## src/rtl/hev_pkg.sv

```systemverilog
// constants, types and register map of the channel interrupt event sources
//
// Overview of operation
// - interrupt mode: block-full after 32 unfinished frame bytes
// - interrupt mode: message-end after CRC and closing flag
// - DMA mode: message-end once DMA read everything
// - frame-overflow on new frame with full receive FIFO
// - frame-start only when receive-start enable set
// - frame-start two bytes after address match/opening flag
// - control, address, status bits valid at frame-start
// - pool-ready on free transmit half, also after reset command
// - interrupt mode: pool-ready repeats until end-of-message command
// - after end-of-message: pool-ready when transparent frame done (interrupt mode only, none in DMA mode)
// - auto mode: pool-ready on positive acknowledge
// - auto mode: message-repeat on negative acknowledge
// - bus configuration: collision after 32nd byte repeats
// - point-to-point: clear-to-send lost after 32nd byte repeats
// - underrun when all shifted without end-of-message
// - interrupt mode: end-of-message command marks message end
// - DMA mode: end-of-message from preset byte count
// - interrupt output low until status reads clear
// - mask bits suppress primary status bits individually
// - interrupt mode after reset; DMA bit selects DMA
package hev_pkg;

  // register offsets on the 4-bit register port
  localparam logic [3:0] OFS_PRIMARY = 4'h0;
  localparam logic [3:0] OFS_EXTENDED = 4'h1;
  localparam logic [3:0] OFS_MASK = 4'h2;
  localparam logic [3:0] OFS_CFG2 = 4'h3;
  localparam logic [3:0] OFS_COMMAND = 4'h4;
  localparam logic [3:0] OFS_CNT_HIGH = 4'h5;
  localparam logic [3:0] OFS_CNT_LOW = 4'h6;
  localparam logic [3:0] OFS_RX_CTRL = 4'h7;
  localparam logic [3:0] OFS_RX_ADDR = 4'h8;
  localparam logic [3:0] OFS_RX_STAT = 4'h9;
  localparam logic [3:0] OFS_MODE = 4'hA;

  // primary status bits
  localparam int PRI_BLOCK_FULL = 0;
  localparam int PRI_MSG_END = 1;
  localparam int PRI_POOL_READY = 2;
  // extended status bits
  localparam int EXT_OVERFLOW = 0;
  localparam int EXT_FRAME_START = 1;
  localparam int EXT_REPEAT = 2;
  localparam int EXT_UNDERRUN = 3;
  // mask bit that gates the whole extended register
  localparam int MASK_EXT = 3;
  // command bits
  localparam int CMD_TX_RESET = 0;
  localparam int CMD_TX_TRANSP = 1;
  localparam int CMD_TX_INFO = 2;
  localparam int CMD_TX_MSG_END = 3;
  // configuration bits
  localparam int CFG2_RX_START_EN = 0;
  localparam int CNTH_DMA = 7;
  localparam int MODE_AUTO = 0;
  localparam int MODE_BUS = 1;
  localparam int MODE_ADDR_RECOG = 2;

  // reset values
  localparam logic [3:0] MASK_RESET = 4'h0;
  localparam logic [2:0] MODE_RESET = 3'h0;

  // byte counts
  localparam logic [5:0] RX_BLOCK_BYTES = 6'h20;
  localparam logic [11:0] TX_REPEAT_BYTES = 12'h020;
  localparam logic [1:0] RFS_DELAY_BYTES = 2'h2;

  // transmit sequence states
  typedef enum logic [1:0] {
    TX_IDLE = 2'b00,
    TX_OPEN = 2'b01,
    TX_CLOSED = 2'b10
  } hev_txst_type;

endpackage

```

## src/rtl/hev_event_sources.sv

```systemverilog
// interrupt event sources of one serial channel with register port
//
// Design decisions made here: the register addresses and the plain strobed port.
`timescale 1ns/1ps
module hev_event_sources (
  input wire logic mclk,
  input wire logic rst,
  // register port, read data one cycle after the strobe
  input wire logic [3:0] regAddr,
  input wire logic [7:0] regWdata,
  input wire logic regWrite,
  input wire logic regRead,
  output logic [7:0] regRdata,
  // receive datapath events, same clock
  input wire logic rxByteStored,
  input wire logic rxFrameBegin,
  input wire logic rxFrameEnd,
  input wire logic rxFifoFull,
  input wire logic rxAddrMatch,
  input wire logic rxOpenFlag,
  input wire logic dmaRxRead,
  input wire logic [7:0] rxCtrlIn,
  input wire logic [7:0] rxAddrIn,
  input wire logic [3:0] rxStatIn,
  // transmit datapath events, same clock
  input wire logic txPoolFree,
  input wire logic txByteShifted,
  input wire logic txFrameDone,
  input wire logic txAllShifted,
  input wire logic txPosAck,
  input wire logic txNegAck,
  input wire logic txCollision,
  // clear-to-send pin, asynchronous
  input wire logic ctsN,
  // outputs
  output logic irqN,
  output logic txEom
);

  ////////////////////////////////////////////////////////////////////////
  // state

  typedef struct packed {
    logic [1:0] ctsSync; // pin synchroniser
    logic ctsPrev; // for withdrawal edge
    logic [2:0] prim; // primary status
    logic [3:0] ext; // extended status
    logic [3:0] mask; // interrupt mask
    logic rxStartEn; // frame-start enable
    logic dmaMode; // transfer mode
    logic [3:0] cntHigh; // preset count high
    logic [7:0] cntLow; // preset count low
    logic [2:0] mode; // auto/bus/address recog
    logic [7:0] rxCtrl; // received control byte
    logic [7:0] rxAddr; // received address low
    logic [3:0] rxStat; // receive status low bits
    logic [5:0] rxBlk; // bytes in current block
    logic rfsArm; // frame-start delay running
    logic [1:0] rfsCnt; // delay bytes seen
    logic [11:0] rxPend; // stored, not yet read by DMA
    logic rxEndPend; // DMA message-end waiting
    hev_pkg::hev_txst_type txState; // transmit sequence
    logic txTransp; // transparent frame running
    logic [11:0] txSent; // data bytes shifted out
    logic eom; // end-of-message known
    logic [7:0] rdata; // read data
    logic irqN; // interrupt pin
  } hev_state_type;

  hev_state_type s_reg;
  hev_state_type s_next;

  ////////////////////////////////////////////////////////////////////////
  // next state

  always_comb begin
    logic [2:0] primSet;
    logic [3:0] extSet;
    logic [11:0] txCount;
    logic ctsLost;
    logic writeCmd;
    primSet = 3'h0;
    extSet = 4'h0;
    txCount = {s_reg.cntHigh, s_reg.cntLow};
    s_next = s_reg;
    // first stage only feeds the second
    s_next.ctsSync = {s_reg.ctsSync[0], ctsN};
    s_next.ctsPrev = s_reg.ctsSync[1];
    // withdrawal is the rising edge of the active-low pin
    ctsLost = s_reg.ctsSync[1] && !s_reg.ctsPrev;
    writeCmd = regWrite && (regAddr == hev_pkg::OFS_COMMAND);

    // receive block counting
    if (rxFrameEnd) begin
      s_next.rxBlk = 6'h00;
    end else if (rxByteStored) begin
      if (s_reg.rxBlk + 6'h01 == hev_pkg::RX_BLOCK_BYTES) begin
        s_next.rxBlk = 6'h00;
        // frame still open, a full block waits
        if (!s_reg.dmaMode) begin
          primSet[hev_pkg::PRI_BLOCK_FULL] = 1'b1;
        end
      end else begin
        s_next.rxBlk = s_reg.rxBlk + 6'h01;
      end
    end

    // receive message end
    if (rxFrameEnd && !s_reg.dmaMode) begin
      primSet[hev_pkg::PRI_MSG_END] = 1'b1;
    end
    // outstanding bytes for DMA drain
    // in interrupt mode the CPU drains the fifo, so those bytes must not count,
    // else a stale total would hold off the DMA message-end forever
    case ({rxByteStored && s_reg.dmaMode, dmaRxRead && s_reg.dmaMode})
      2'b10: s_next.rxPend = s_reg.rxPend + 12'h001;
      2'b01: s_next.rxPend = s_reg.rxPend - 12'h001;
      default: s_next.rxPend = s_reg.rxPend;
    endcase
    if (rxFrameEnd && s_reg.dmaMode) begin
      s_next.rxEndPend = 1'b1;
    end
    // fire only once the DMA has emptied what was stored
    if (s_reg.rxEndPend && s_reg.rxPend == 12'h000) begin
      primSet[hev_pkg::PRI_MSG_END] = 1'b1;
      s_next.rxEndPend = rxFrameEnd && s_reg.dmaMode;
    end

    // frame overflow
    if (rxFrameBegin && rxFifoFull) begin
      extSet[hev_pkg::EXT_OVERFLOW] = 1'b1;
    end

    // frame start, delayed by two bytes
    if (s_reg.mode[hev_pkg::MODE_ADDR_RECOG] ? rxAddrMatch : rxOpenFlag) begin
      s_next.rfsArm = 1'b1;
      s_next.rfsCnt = 2'h0;
    end else if (s_reg.rfsArm && rxByteStored) begin
      if (s_reg.rfsCnt + 2'h1 == hev_pkg::RFS_DELAY_BYTES) begin
        s_next.rfsArm = 1'b0;
        // captured fields are valid by the time the flag shows
        s_next.rxCtrl = rxCtrlIn;
        s_next.rxAddr = rxAddrIn;
        s_next.rxStat = rxStatIn;
        if (s_reg.rxStartEn) begin
          extSet[hev_pkg::EXT_FRAME_START] = 1'b1;
        end
      end else begin
        s_next.rfsCnt = s_reg.rfsCnt + 2'h1;
      end
    end

    // transmit byte count and DMA end-of-message
    if (txByteShifted) begin
      s_next.txSent = s_reg.txSent + 12'h001;
      if (s_reg.dmaMode && s_reg.txSent + 12'h001 == txCount) begin
        s_next.eom = 1'b1;
        s_next.txState = hev_pkg::TX_CLOSED;
      end
    end

    // pool ready from a freed transmit half
    if (txPoolFree) begin
      if (s_reg.dmaMode || s_reg.txState != hev_pkg::TX_CLOSED) begin
        primSet[hev_pkg::PRI_POOL_READY] = 1'b1;
      end
    end

    // transparent frame fully out after end-of-message
    if (txFrameDone) begin
      if (!s_reg.dmaMode && s_reg.txState == hev_pkg::TX_CLOSED && s_reg.txTransp) begin
        primSet[hev_pkg::PRI_POOL_READY] = 1'b1;
      end
      if (!s_reg.mode[hev_pkg::MODE_AUTO] || s_reg.txTransp) begin
        s_next.txState = hev_pkg::TX_IDLE;
      end
    end

    // auto mode acknowledges
    if (s_reg.mode[hev_pkg::MODE_AUTO]) begin
      if (txPosAck) begin
        primSet[hev_pkg::PRI_POOL_READY] = 1'b1;
        s_next.txState = hev_pkg::TX_IDLE;
      end
      if (txNegAck) begin
        extSet[hev_pkg::EXT_REPEAT] = 1'b1;
      end
    end

    // late collision or lost clear-to-send
    // below 32 bytes the frame is simply restarted, no event
    if (s_reg.txSent >= hev_pkg::TX_REPEAT_BYTES) begin
      if (s_reg.mode[hev_pkg::MODE_BUS] && txCollision) begin
        extSet[hev_pkg::EXT_REPEAT] = 1'b1;
      end
      if (!s_reg.mode[hev_pkg::MODE_BUS] && ctsLost) begin
        extSet[hev_pkg::EXT_REPEAT] = 1'b1;
      end
    end

    // underrun: shifter drained with no end known
    // an idle or closed transmitter cannot starve
    if (txAllShifted && !s_reg.eom && s_reg.txState == hev_pkg::TX_OPEN) begin
      extSet[hev_pkg::EXT_UNDERRUN] = 1'b1;
      s_next.txState = hev_pkg::TX_IDLE;
    end

    // commands; a command wins over datapath events this cycle
    if (writeCmd) begin
      if (regWdata[hev_pkg::CMD_TX_TRANSP] || regWdata[hev_pkg::CMD_TX_INFO]) begin
        s_next.txState = hev_pkg::TX_OPEN;
        s_next.txTransp = regWdata[hev_pkg::CMD_TX_TRANSP];
        s_next.txSent = 12'h000;
        s_next.eom = 1'b0;
      end
      // in DMA mode the count decides, not the command
      if (regWdata[hev_pkg::CMD_TX_MSG_END] && !s_reg.dmaMode) begin
        s_next.eom = 1'b1;
        s_next.txState = hev_pkg::TX_CLOSED;
      end
      // reset last, so it overrides an open in the same write
      if (regWdata[hev_pkg::CMD_TX_RESET]) begin
        s_next.txState = hev_pkg::TX_IDLE;
        s_next.txSent = 12'h000;
        s_next.eom = 1'b0;
        primSet[hev_pkg::PRI_POOL_READY] = 1'b1;
      end
    end

    // configuration writes
    // the DMA bit shares the count high register with the count
    if (regWrite) begin
      case (regAddr)
        hev_pkg::OFS_MASK: s_next.mask = regWdata[3:0];
        hev_pkg::OFS_CFG2: s_next.rxStartEn = regWdata[hev_pkg::CFG2_RX_START_EN];
        hev_pkg::OFS_CNT_HIGH: begin
          s_next.dmaMode = regWdata[hev_pkg::CNTH_DMA];
          s_next.cntHigh = regWdata[3:0];
        end
        hev_pkg::OFS_CNT_LOW: s_next.cntLow = regWdata;
        hev_pkg::OFS_MODE: s_next.mode = regWdata[2:0];
        default: s_next.cntLow = s_next.cntLow; // no other writable register
      endcase
    end

    // read data and read-to-clear; a same-cycle event survives
    // only the two status registers change on a read
    s_next.rdata = 8'h00;
    s_next.prim = s_reg.prim | primSet;
    s_next.ext = s_reg.ext | extSet;
    if (regRead) begin
      case (regAddr)
        hev_pkg::OFS_PRIMARY: begin
          s_next.rdata = {5'h00, s_reg.prim};
          s_next.prim = primSet;
        end
        hev_pkg::OFS_EXTENDED: begin
          s_next.rdata = {4'h0, s_reg.ext};
          s_next.ext = extSet;
        end
        hev_pkg::OFS_MASK: s_next.rdata = {4'h0, s_reg.mask};
        hev_pkg::OFS_CFG2: s_next.rdata = {7'h00, s_reg.rxStartEn};
        hev_pkg::OFS_CNT_HIGH: s_next.rdata = {s_reg.dmaMode, 3'h0, s_reg.cntHigh};
        hev_pkg::OFS_CNT_LOW: s_next.rdata = s_reg.cntLow;
        hev_pkg::OFS_RX_CTRL: s_next.rdata = s_reg.rxCtrl;
        hev_pkg::OFS_RX_ADDR: s_next.rdata = s_reg.rxAddr;
        hev_pkg::OFS_RX_STAT: s_next.rdata = {4'h0, s_reg.rxStat};
        hev_pkg::OFS_MODE: s_next.rdata = {5'h00, s_reg.mode};
        default: s_next.rdata = 8'h00; // command and unmapped read zero
      endcase
    end

    // level interrupt, low while any unmasked bit pends
    s_next.irqN = !((|(s_next.prim & ~s_next.mask[2:0])) ||
                    ((|s_next.ext) && !s_next.mask[hev_pkg::MASK_EXT]));
  end

  ////////////////////////////////////////////////////////////////////////
  // registers

  // synchronous reset, interrupt mode after reset
  // the synchroniser resets to the withdrawn level so no false edge follows
  always_ff @(posedge mclk) begin
    if (rst) begin
      s_reg <= '0;
      s_reg.ctsSync <= 2'h3;
      s_reg.ctsPrev <= 1'b1;
      s_reg.mask <= hev_pkg::MASK_RESET;
      s_reg.mode <= hev_pkg::MODE_RESET;
      s_reg.dmaMode <= 1'b0;
      s_reg.txState <= hev_pkg::TX_IDLE;
      s_reg.irqN <= 1'b1;
    end else begin
      s_reg <= s_next;
    end
  end

  // outputs straight from flip-flops
  // no decoding after the registers, so the pins cannot glitch
  always_comb begin
    regRdata = s_reg.rdata;
    irqN = s_reg.irqN;
    txEom = s_reg.eom;
  end

endmodule // hev_event_sources

```

## config.mk

```make
export PLATFORM = sky130hd
export DESIGN_NAME = hev_event_sources
export DESIGN_NICKNAME = d
export VERILOG_FILES = /design/src/rtl/hev_pkg.sv /design/src/rtl/hev_event_sources.sv
export SDC_FILE = /design/constraint.sdc
export NUM_CORES = 1
export LEC_CHECK = 0
export BUFFER_PORTS_ARGS = -buffer_cell sky130_fd_sc_hd__buf_2
export CORE_MARGIN = 8
export CORE_UTILIZATION = 40
export CTS_CLUSTER_SIZE = 20
export DETAILED_ROUTE_END_ITERATION = 6
export PLACE_DENSITY = 0.66
export SYNTH_ARGS = -nofsm -noshare
export SYNTH_HDL_FRONTEND = slang
export SYNTH_SLANG_ARGS = --single-unit
```

## constraint.sdc

```tcl
create_clock -name mclk -period 2.6 [get_ports mclk]
set_input_delay 0.13 -clock mclk [delete_from_list [all_inputs] [get_ports mclk]]
set_output_delay 0.13 -clock mclk [all_outputs]
set_load 0.005 [all_outputs]
```

==> impl_results.md, run 1 <==
- Max clock buf depth: 2
- CTS Buf Count: 9
- Final Setup Violations: 0
- Num rows: 42
- Synth Net Count: 736
- HP Class: in -> reg
- Area leader, netlist: dfxtp_1
- Worst slew margin: 0.4535
- Vias: 4,865
- H-tree depth: 3
- Number of flops mapped to enable cells by yosys: 0
- Top_reg_cell synth: dfxtp_1
- Peak Freq: 414.2 MHz
- Top-count cell post-synth: dfxtp_1
- Vias in the first global route: 4,777
- Area of the multi-input gates: 3093 um2
- Drt wl/cell: 15.81 um
- GRT overflow: 0
- Crit-path max cell delay: 0.45 ns
- CTS tree: built
- Placed inst area: 5693 um2
- Final instance area: 6003 um2
- Critical path class: reg -> reg
- Yosys warns: 0
- Startpoint types: flop
- Area Overhead vs Synth: 12.02%
- Final Hold Vio Count: 0
- Share of cells above drive strength 1: 0.1475
- Cell Chain, Critical Path: ha_2, nand4b_4, a2111oi_2, o211ai_1, or4_1, a211oi_2, o21ai_1
- GR Util All Layers: 0.1568
- Critical R2R Launch: s_reg[10]
- Postcts setup bufs: 0
- Placed Cells: 864
- N_diodes: 0
- Via/cell ratio: 5.522
- Die X: 131.7 um
- Setup TNS: 0 ns
- Synth top area cells: dfxtp_1, nand2_1, nor2_1
- I/O pin count: 61
- Top cell type's share of synthesized area: 0.3661
- Fraction of registers with async set/reset: 0
- Critical Path AT: 2.64 ns
- DR DRC count: 0
- RSZ-0062 raised after global routing: false
- Input/output buffers: 60
- Die area: 17,360 um2
- Syn Std Cell Area: 5359 um2
- Final ANT Viol Nets: 0
- Starting density of the core: 0.4063
- Final period util: 0.9287
- Outcome: finished clean
- Leakage power: 2.273 nW
- First-pass GRT wire length: 22.82 mm
- Tightest Pin Transition: 0.8190 ns
- Core footprint: 13,190 um2
- Post-layout util: 0.4551
- CTS sink cnt: 98
- CP max FO: 8
- Slew Viols, Final: 0
- DRT Pass-1 Iters: 6
- HP Start: rxCtrlIn[5]
- Largest net degree at the start of global routing: 60
- CP required: 2.83 ns
- Die Height: 131.7 um
- Finished Layout Cells: 881
- Register area: 1962 um2
- # nets final: 768
- Critical-path top delay cell: dfxtp_1
- Pre-CTS setup slack: 0.1310 ns
- GPL Wtd Cong: 0.8790
- Max reg flops: 86
- Yosys cell types: 67
- Post-synthesis register bit count: 98
- Max IR drop VDD: 0.3311 mV
- Critical path startpoint: s_reg[10]
- Setup Skew: 0.008242 ns
- Syn_area_per_cell: 8.022 um2
- CTS clk-pin slew, worst paths: 0.07 ns
- Filler cell count: 1,308
- Fin crit period: 2.415 ns
- DRT iter0 DRCs: 354
- HPWL Detailed: 10.26 mm
- Initial antenna violation count: 0
- Max-cap viol count: 0
- Final WL: 13.93 mm
- Synth cell count leaders: dfxtp_1, nand2_1, nor2_1, a21oi_1, nand3_1
- Sequential area share after synthesis: 0.3661
- CTS root buffer: clkbuf_16
- Critical path endpoint category: flop
- Cell count after synthesis: 668
- Setup slack after layout: 0.1855 ns
- Pwr dens: 518.9 nW/um2
- Worst skew pair latency: 0.35 ns
cell usage in the layout (no fill, tap or decap), types with 3 or more instances in the layout:
master	instances
inv_1	16
nand2b_1	12
o211ai_1	5
nor4b_1	3
mux2_2	5
nand4_1	10
dfxtp_1	98
o31ai_1	3
and3_1	5
a22oi_1	10
nor4_1	7
a32oi_1	3
a22o_1	5
buf_2	60
nand2_1	79
nand3b_1	5
xnor2_1	17
o21ai_0	26
a21oi_1	57
and2_1	5
ha_1	15
or2_2	6
or4_1	3
nand3_1	31
nor2b_1	10
a211oi_1	7
nor3_1	11
mux2i_1	20
a221oi_1	4
buf_4	8
nor2_1	79
a31oi_1	9
xor2_1	17
clkbuf_16	9
stage by stage:
stage | hold slack (ns) | power [mW]
5_1_grt | 0.01658 | 3.232
2_1_floorplan | 0.2338 | 1.713
4_1_cts | 0.008544 | 3.144
3_3_place_gp | 0.3302 | 1.801
6_report | 0.01725 | 3.115
3_5_place_dp | 0.3264 | 1.809
metal layers:
metal / GRT usage / vias up / part of all wire
met5: 0 / - / 0
li1: - / 2414 / -
met1: 0.1833 / 2306 / 0.44
met4: 0.04020 / 0 / 0.011
met2: 0.2784 / 133 / 0.49
met3: 0.04040 / 12 / 0.056
path summary, 6_finish.rpt:
kind	end	slack [ns]	cells past startpoint
worst min register to register	s_next[95]	0.41	1
worst max register to register	s_reg[23]	0.19	7
worst max-delay path	s_reg[23]	0.19	7
worst min-delay path	s_reg[64]	0.02	3
critical path: cells and delay by family (launching register included):
| kind | cells | cell delay, ns |
|---|---|---|
| adders and majority gates | 1 | 0.33 |
| and+or+nand+nor | 2 | 0.56 |
| AOI/OAI and AO/OA | 4 | 0.96 |
| DFF | 1 | 0.45 |
cells by family (layout without fill, tap and decap cells):
kind of cell | Yosys count | count (layout) | share of synthesized area
fa+ha+maj | 17 | 17 | 0.04109
simple gates | 276 | 276 | 0.2487
xor+xnor | 34 | 34 | 0.05557
mux | 25 | 25 | 0.04786
compound gates | 154 | 154 | 0.1835
buf+inv | 64 | 101 | 0.05720
flops | 98 | 98 | 0.3661
where the power goes:
part | total, mW | switching, mW | internal, mW
sequential | 1.54 | 0.0220 | 1.52
combinational | 0.233 | 0.143 | 0.0903
clock | 1.34 | 0.620 | 0.717
total | 3.11 | 0.785 | 2.33
timing repair:
action,in CTS,in global routing
gates resized for setup,0,2
hold endpoints to repair,1,0
hold buffers,1,0
endpoints found under the setup margin,0,4
layout make-up:
class                      count  area share
multi-input combinational    506      0.5152
sequential                    98      0.3268
timing repair buffer          69     0.06169
clock buffer                  11     0.04210
tap                          176     0.03668
inverter                      16     0.01000
clock inverter                 5    0.007503
(Power assumes the default switching activity.)
==> run 2: changes to the inputs <==
--- a/config.mk
+++ b/config.mk
@@ -7,10 +7,10 @@
 export LEC_CHECK = 0
 export BUFFER_PORTS_ARGS = -buffer_cell sky130_fd_sc_hd__buf_2
 export CORE_MARGIN = 8
-export CORE_UTILIZATION = 40
+export CORE_UTILIZATION = 53
 export CTS_CLUSTER_SIZE = 20
 export DETAILED_ROUTE_END_ITERATION = 6
-export PLACE_DENSITY = 0.66
+export PLACE_DENSITY = 0.82
 export SYNTH_ARGS = -nofsm -noshare
 export SYNTH_HDL_FRONTEND = slang
 export SYNTH_SLANG_ARGS = --single-unit
==> run 2 against run 1 <==
Against the previous run:
- die area fell by 22%
- non-clock buffer count up 23
- maximum frequency shrank 0.20%
- first-iteration DRC count up 45%
- sequential share of layout area decreased by 0.50 points
- total power down 9.1%
- final cell count decreased by 2.2%
- register-to-register slack about the same
- critical endpoint unchanged
==> impl_results.md, run 2 (synthesis gave the netlist of run 1 again) <==
- Outcome: finished clean
- Vias: 5,079 (+4.4%)
- CP required: 2.86 ns (+0.03 ns)
- Core footprint: 9774 um2 (-26%)
- DRT iter0 DRCs: 512 (+45%)
- HP Class: in -> reg
- Max IR drop VDD: 0.3324 mV (+0.41%)
- Filler cell count: 820 (-37%)
- DR DRC count: 0 (unchanged)
- GPL Wtd Cong: 0.9338 (+6.2%)
- Die Height: 116.6 um (-12%)
- # nets final: 791 (+3.0%)
- HPWL Detailed: 9.990 mm (-2.6%)
- Tightest Pin Transition: 0.8095 ns (-0.009457 ns)
- Slew Viols, Final: 0 (unchanged)
- Fin crit period: 2.419 ns (+0.004876 ns)
- First-pass GRT wire length: 22.53 mm (-1.3%)
- Register area: 1962 um2 (unchanged)
- Peak Freq: 413.3 MHz (-0.20%)
- Hold Worst Slack: 0.04354 ns (+0.02629 ns)
- CTS sink cnt: 98 (unchanged)
- Critical Path AT: 2.68 ns (+0.04 ns)
- Leakage power: 2.320 nW (+2.1%)
- DRT Pass-1 Iters: 6 (unchanged)
- Critical path endpoint category: flop
- Final ANT Viol Nets: 0 (unchanged)
- Most common cell after layout, fill and taps aside: dfxtp_1
- Starting density of the core: 0.5483 (+0.1420)
- Area Overhead vs Synth: 13.75%
- Input/output buffers: 60 (unchanged)
- RSZ-0062 raised after global routing: false
- CTS tree: built
- Pwr dens: 464.4 nW/um2 (-10%)
- Drt wl/cell: 16.19 um (+2.4%)
- Largest net degree at the start of global routing: 55 (-8.3%)
- Die X: 116.6 um (-12%)
- Max reg flops: 86 (unchanged)
- Setup Skew: 0.01003 ns (+0.001793 ns)
- Worst slew margin: 0.4598 (+0.006311)
- Placed inst area: 5639 um2 (-0.95%)
- Vias in the first global route: 4,841 (+1.3%)
- Commonest non-fill, non-tap cells in the layout: dfxtp_1, nand2_1, nor2_1
- Max-cap viol count: 0 (unchanged)
- Share of cells above drive strength 1: 0.1442 (-0.003287)
- H-tree depth: 3 (unchanged)
- CTS root buffer: clkbuf_8
- Setup slack after layout: 0.1806 ns (-0.004876 ns)
- Die area: 13,590 um2 (-22%)
- Critical path class: reg -> reg
- Startpoint types: flop
- Max clock buf depth: 2 (unchanged)
- Via/cell ratio: 5.892 (+6.7%)
- GRT overflow: 0 (unchanged)
- Final Hold Vio Count: 0 (unchanged)
- Pre-CTS setup slack: 0.1008 ns (-0.03017 ns)
- Initial antenna violation count: 0 (unchanged)
- GR Util All Layers: 0.2057 (+0.04886)
- CTS Buf Count: 9 (unchanged)
- Final WL: 13.96 mm (+0.22%)
- Postcts setup bufs: 0 (unchanged)
- CP max FO: 8 (unchanged)
- Final Setup Violations: 0 (unchanged)
- Worst skew pair latency: 0.38 ns (+0.03 ns)
- Num rows: 36 (-14%)
- Area of the multi-input gates: 3100 um2 (+0.24%)
- Setup TNS: 0 ns (unchanged)
- Placed Cells: 821 (-5.0%)
- I/O pin count: 61 (unchanged)
- Finished Layout Cells: 862 (-2.2%)
- CTS clk-pin slew, worst paths: 0.09 ns (+0.02 ns)
- Final instance area: 6096 um2 (+1.5%)
- Final period util: 0.9305 (+0.001875)
-- run 2: changes by cell type in the layout (fill, tap and decap cells not counted), sizes merged --
cell / before / now
bufinv: 0 / 1
clkinvlp: 1 / 2
diode: 0 / 1
dlygate4sd3: 1 / 24
inv: 19 / 17
-- run 2: what timing repair did --
item / in CTS / in global routing
endpoints found under the hold margin: 24 / 0
endpoints found under the setup margin: 0 / 7
resized for setup: 0 / 3
hold buffers: 24 / 0
-- run 2: cell type report --
class,instances,area share
antenna,1,0.0004105
clock buffer,11,0.02319
clock inverter,5,0.01026
inverter,16,0.009852
multi-input combinational,506,0.5086
sequential,98,0.3218
tap,133,0.02730
timing repair buffer,92,0.09852
-- run 2: final timing paths --
kind                                  from         end  slack, ns  cells after the start
worst min-delay path            rxFifoFull   s_reg[88]       0.04                      3
worst min register to register  s_next[97]  s_next[95]       0.42                      1
worst max-delay path             s_reg[10]   s_reg[23]       0.18                      7
worst max register to register   s_reg[10]   s_reg[23]       0.18                      7
-- run 2: stage by stage --
step,utilization,total power [mW]
4_1_cts,0.6224,2.845
5_1_grt,0.6234,2.930
6_report,0.6237,2.831
3_5_place_dp,0.5769,1.803
3_3_place_gp,0.5769,1.795
2_1_floorplan,-,1.713
-- run 2: critical path, cell delays in order (launching register included) --
cell and delay, ns:
dfxtp_1 0.46, ha_2 0.34, and4_4 0.28, nand3_1 0.09, xnor2_1 0.14, or4_1 0.55
a211oi_2 0.33, o21ai_1 0.12
-- run 2: report_power, final --
group	switching, mW	internal (mW)	total [mW]	leakage, nW
Clock	0.551	0.477	1.03	0.0962
Sequential	0.0214	1.52	1.54	0.793
Combinational	0.147	0.113	0.260	1.43
Total	0.719	2.11	2.83	2.32
-- run 2: per-layer routing --
metal | GRT usage | routed length, um | up-vias
met2 | 0.3525 | 6787 | 167
met1 | 0.2423 | 5920 | 2418
met3 | 0.04757 | 918 | 35
met5 | 0 | 0 | -
met4 | 0.08532 | 333 | 0
li1 | - | - | 2459
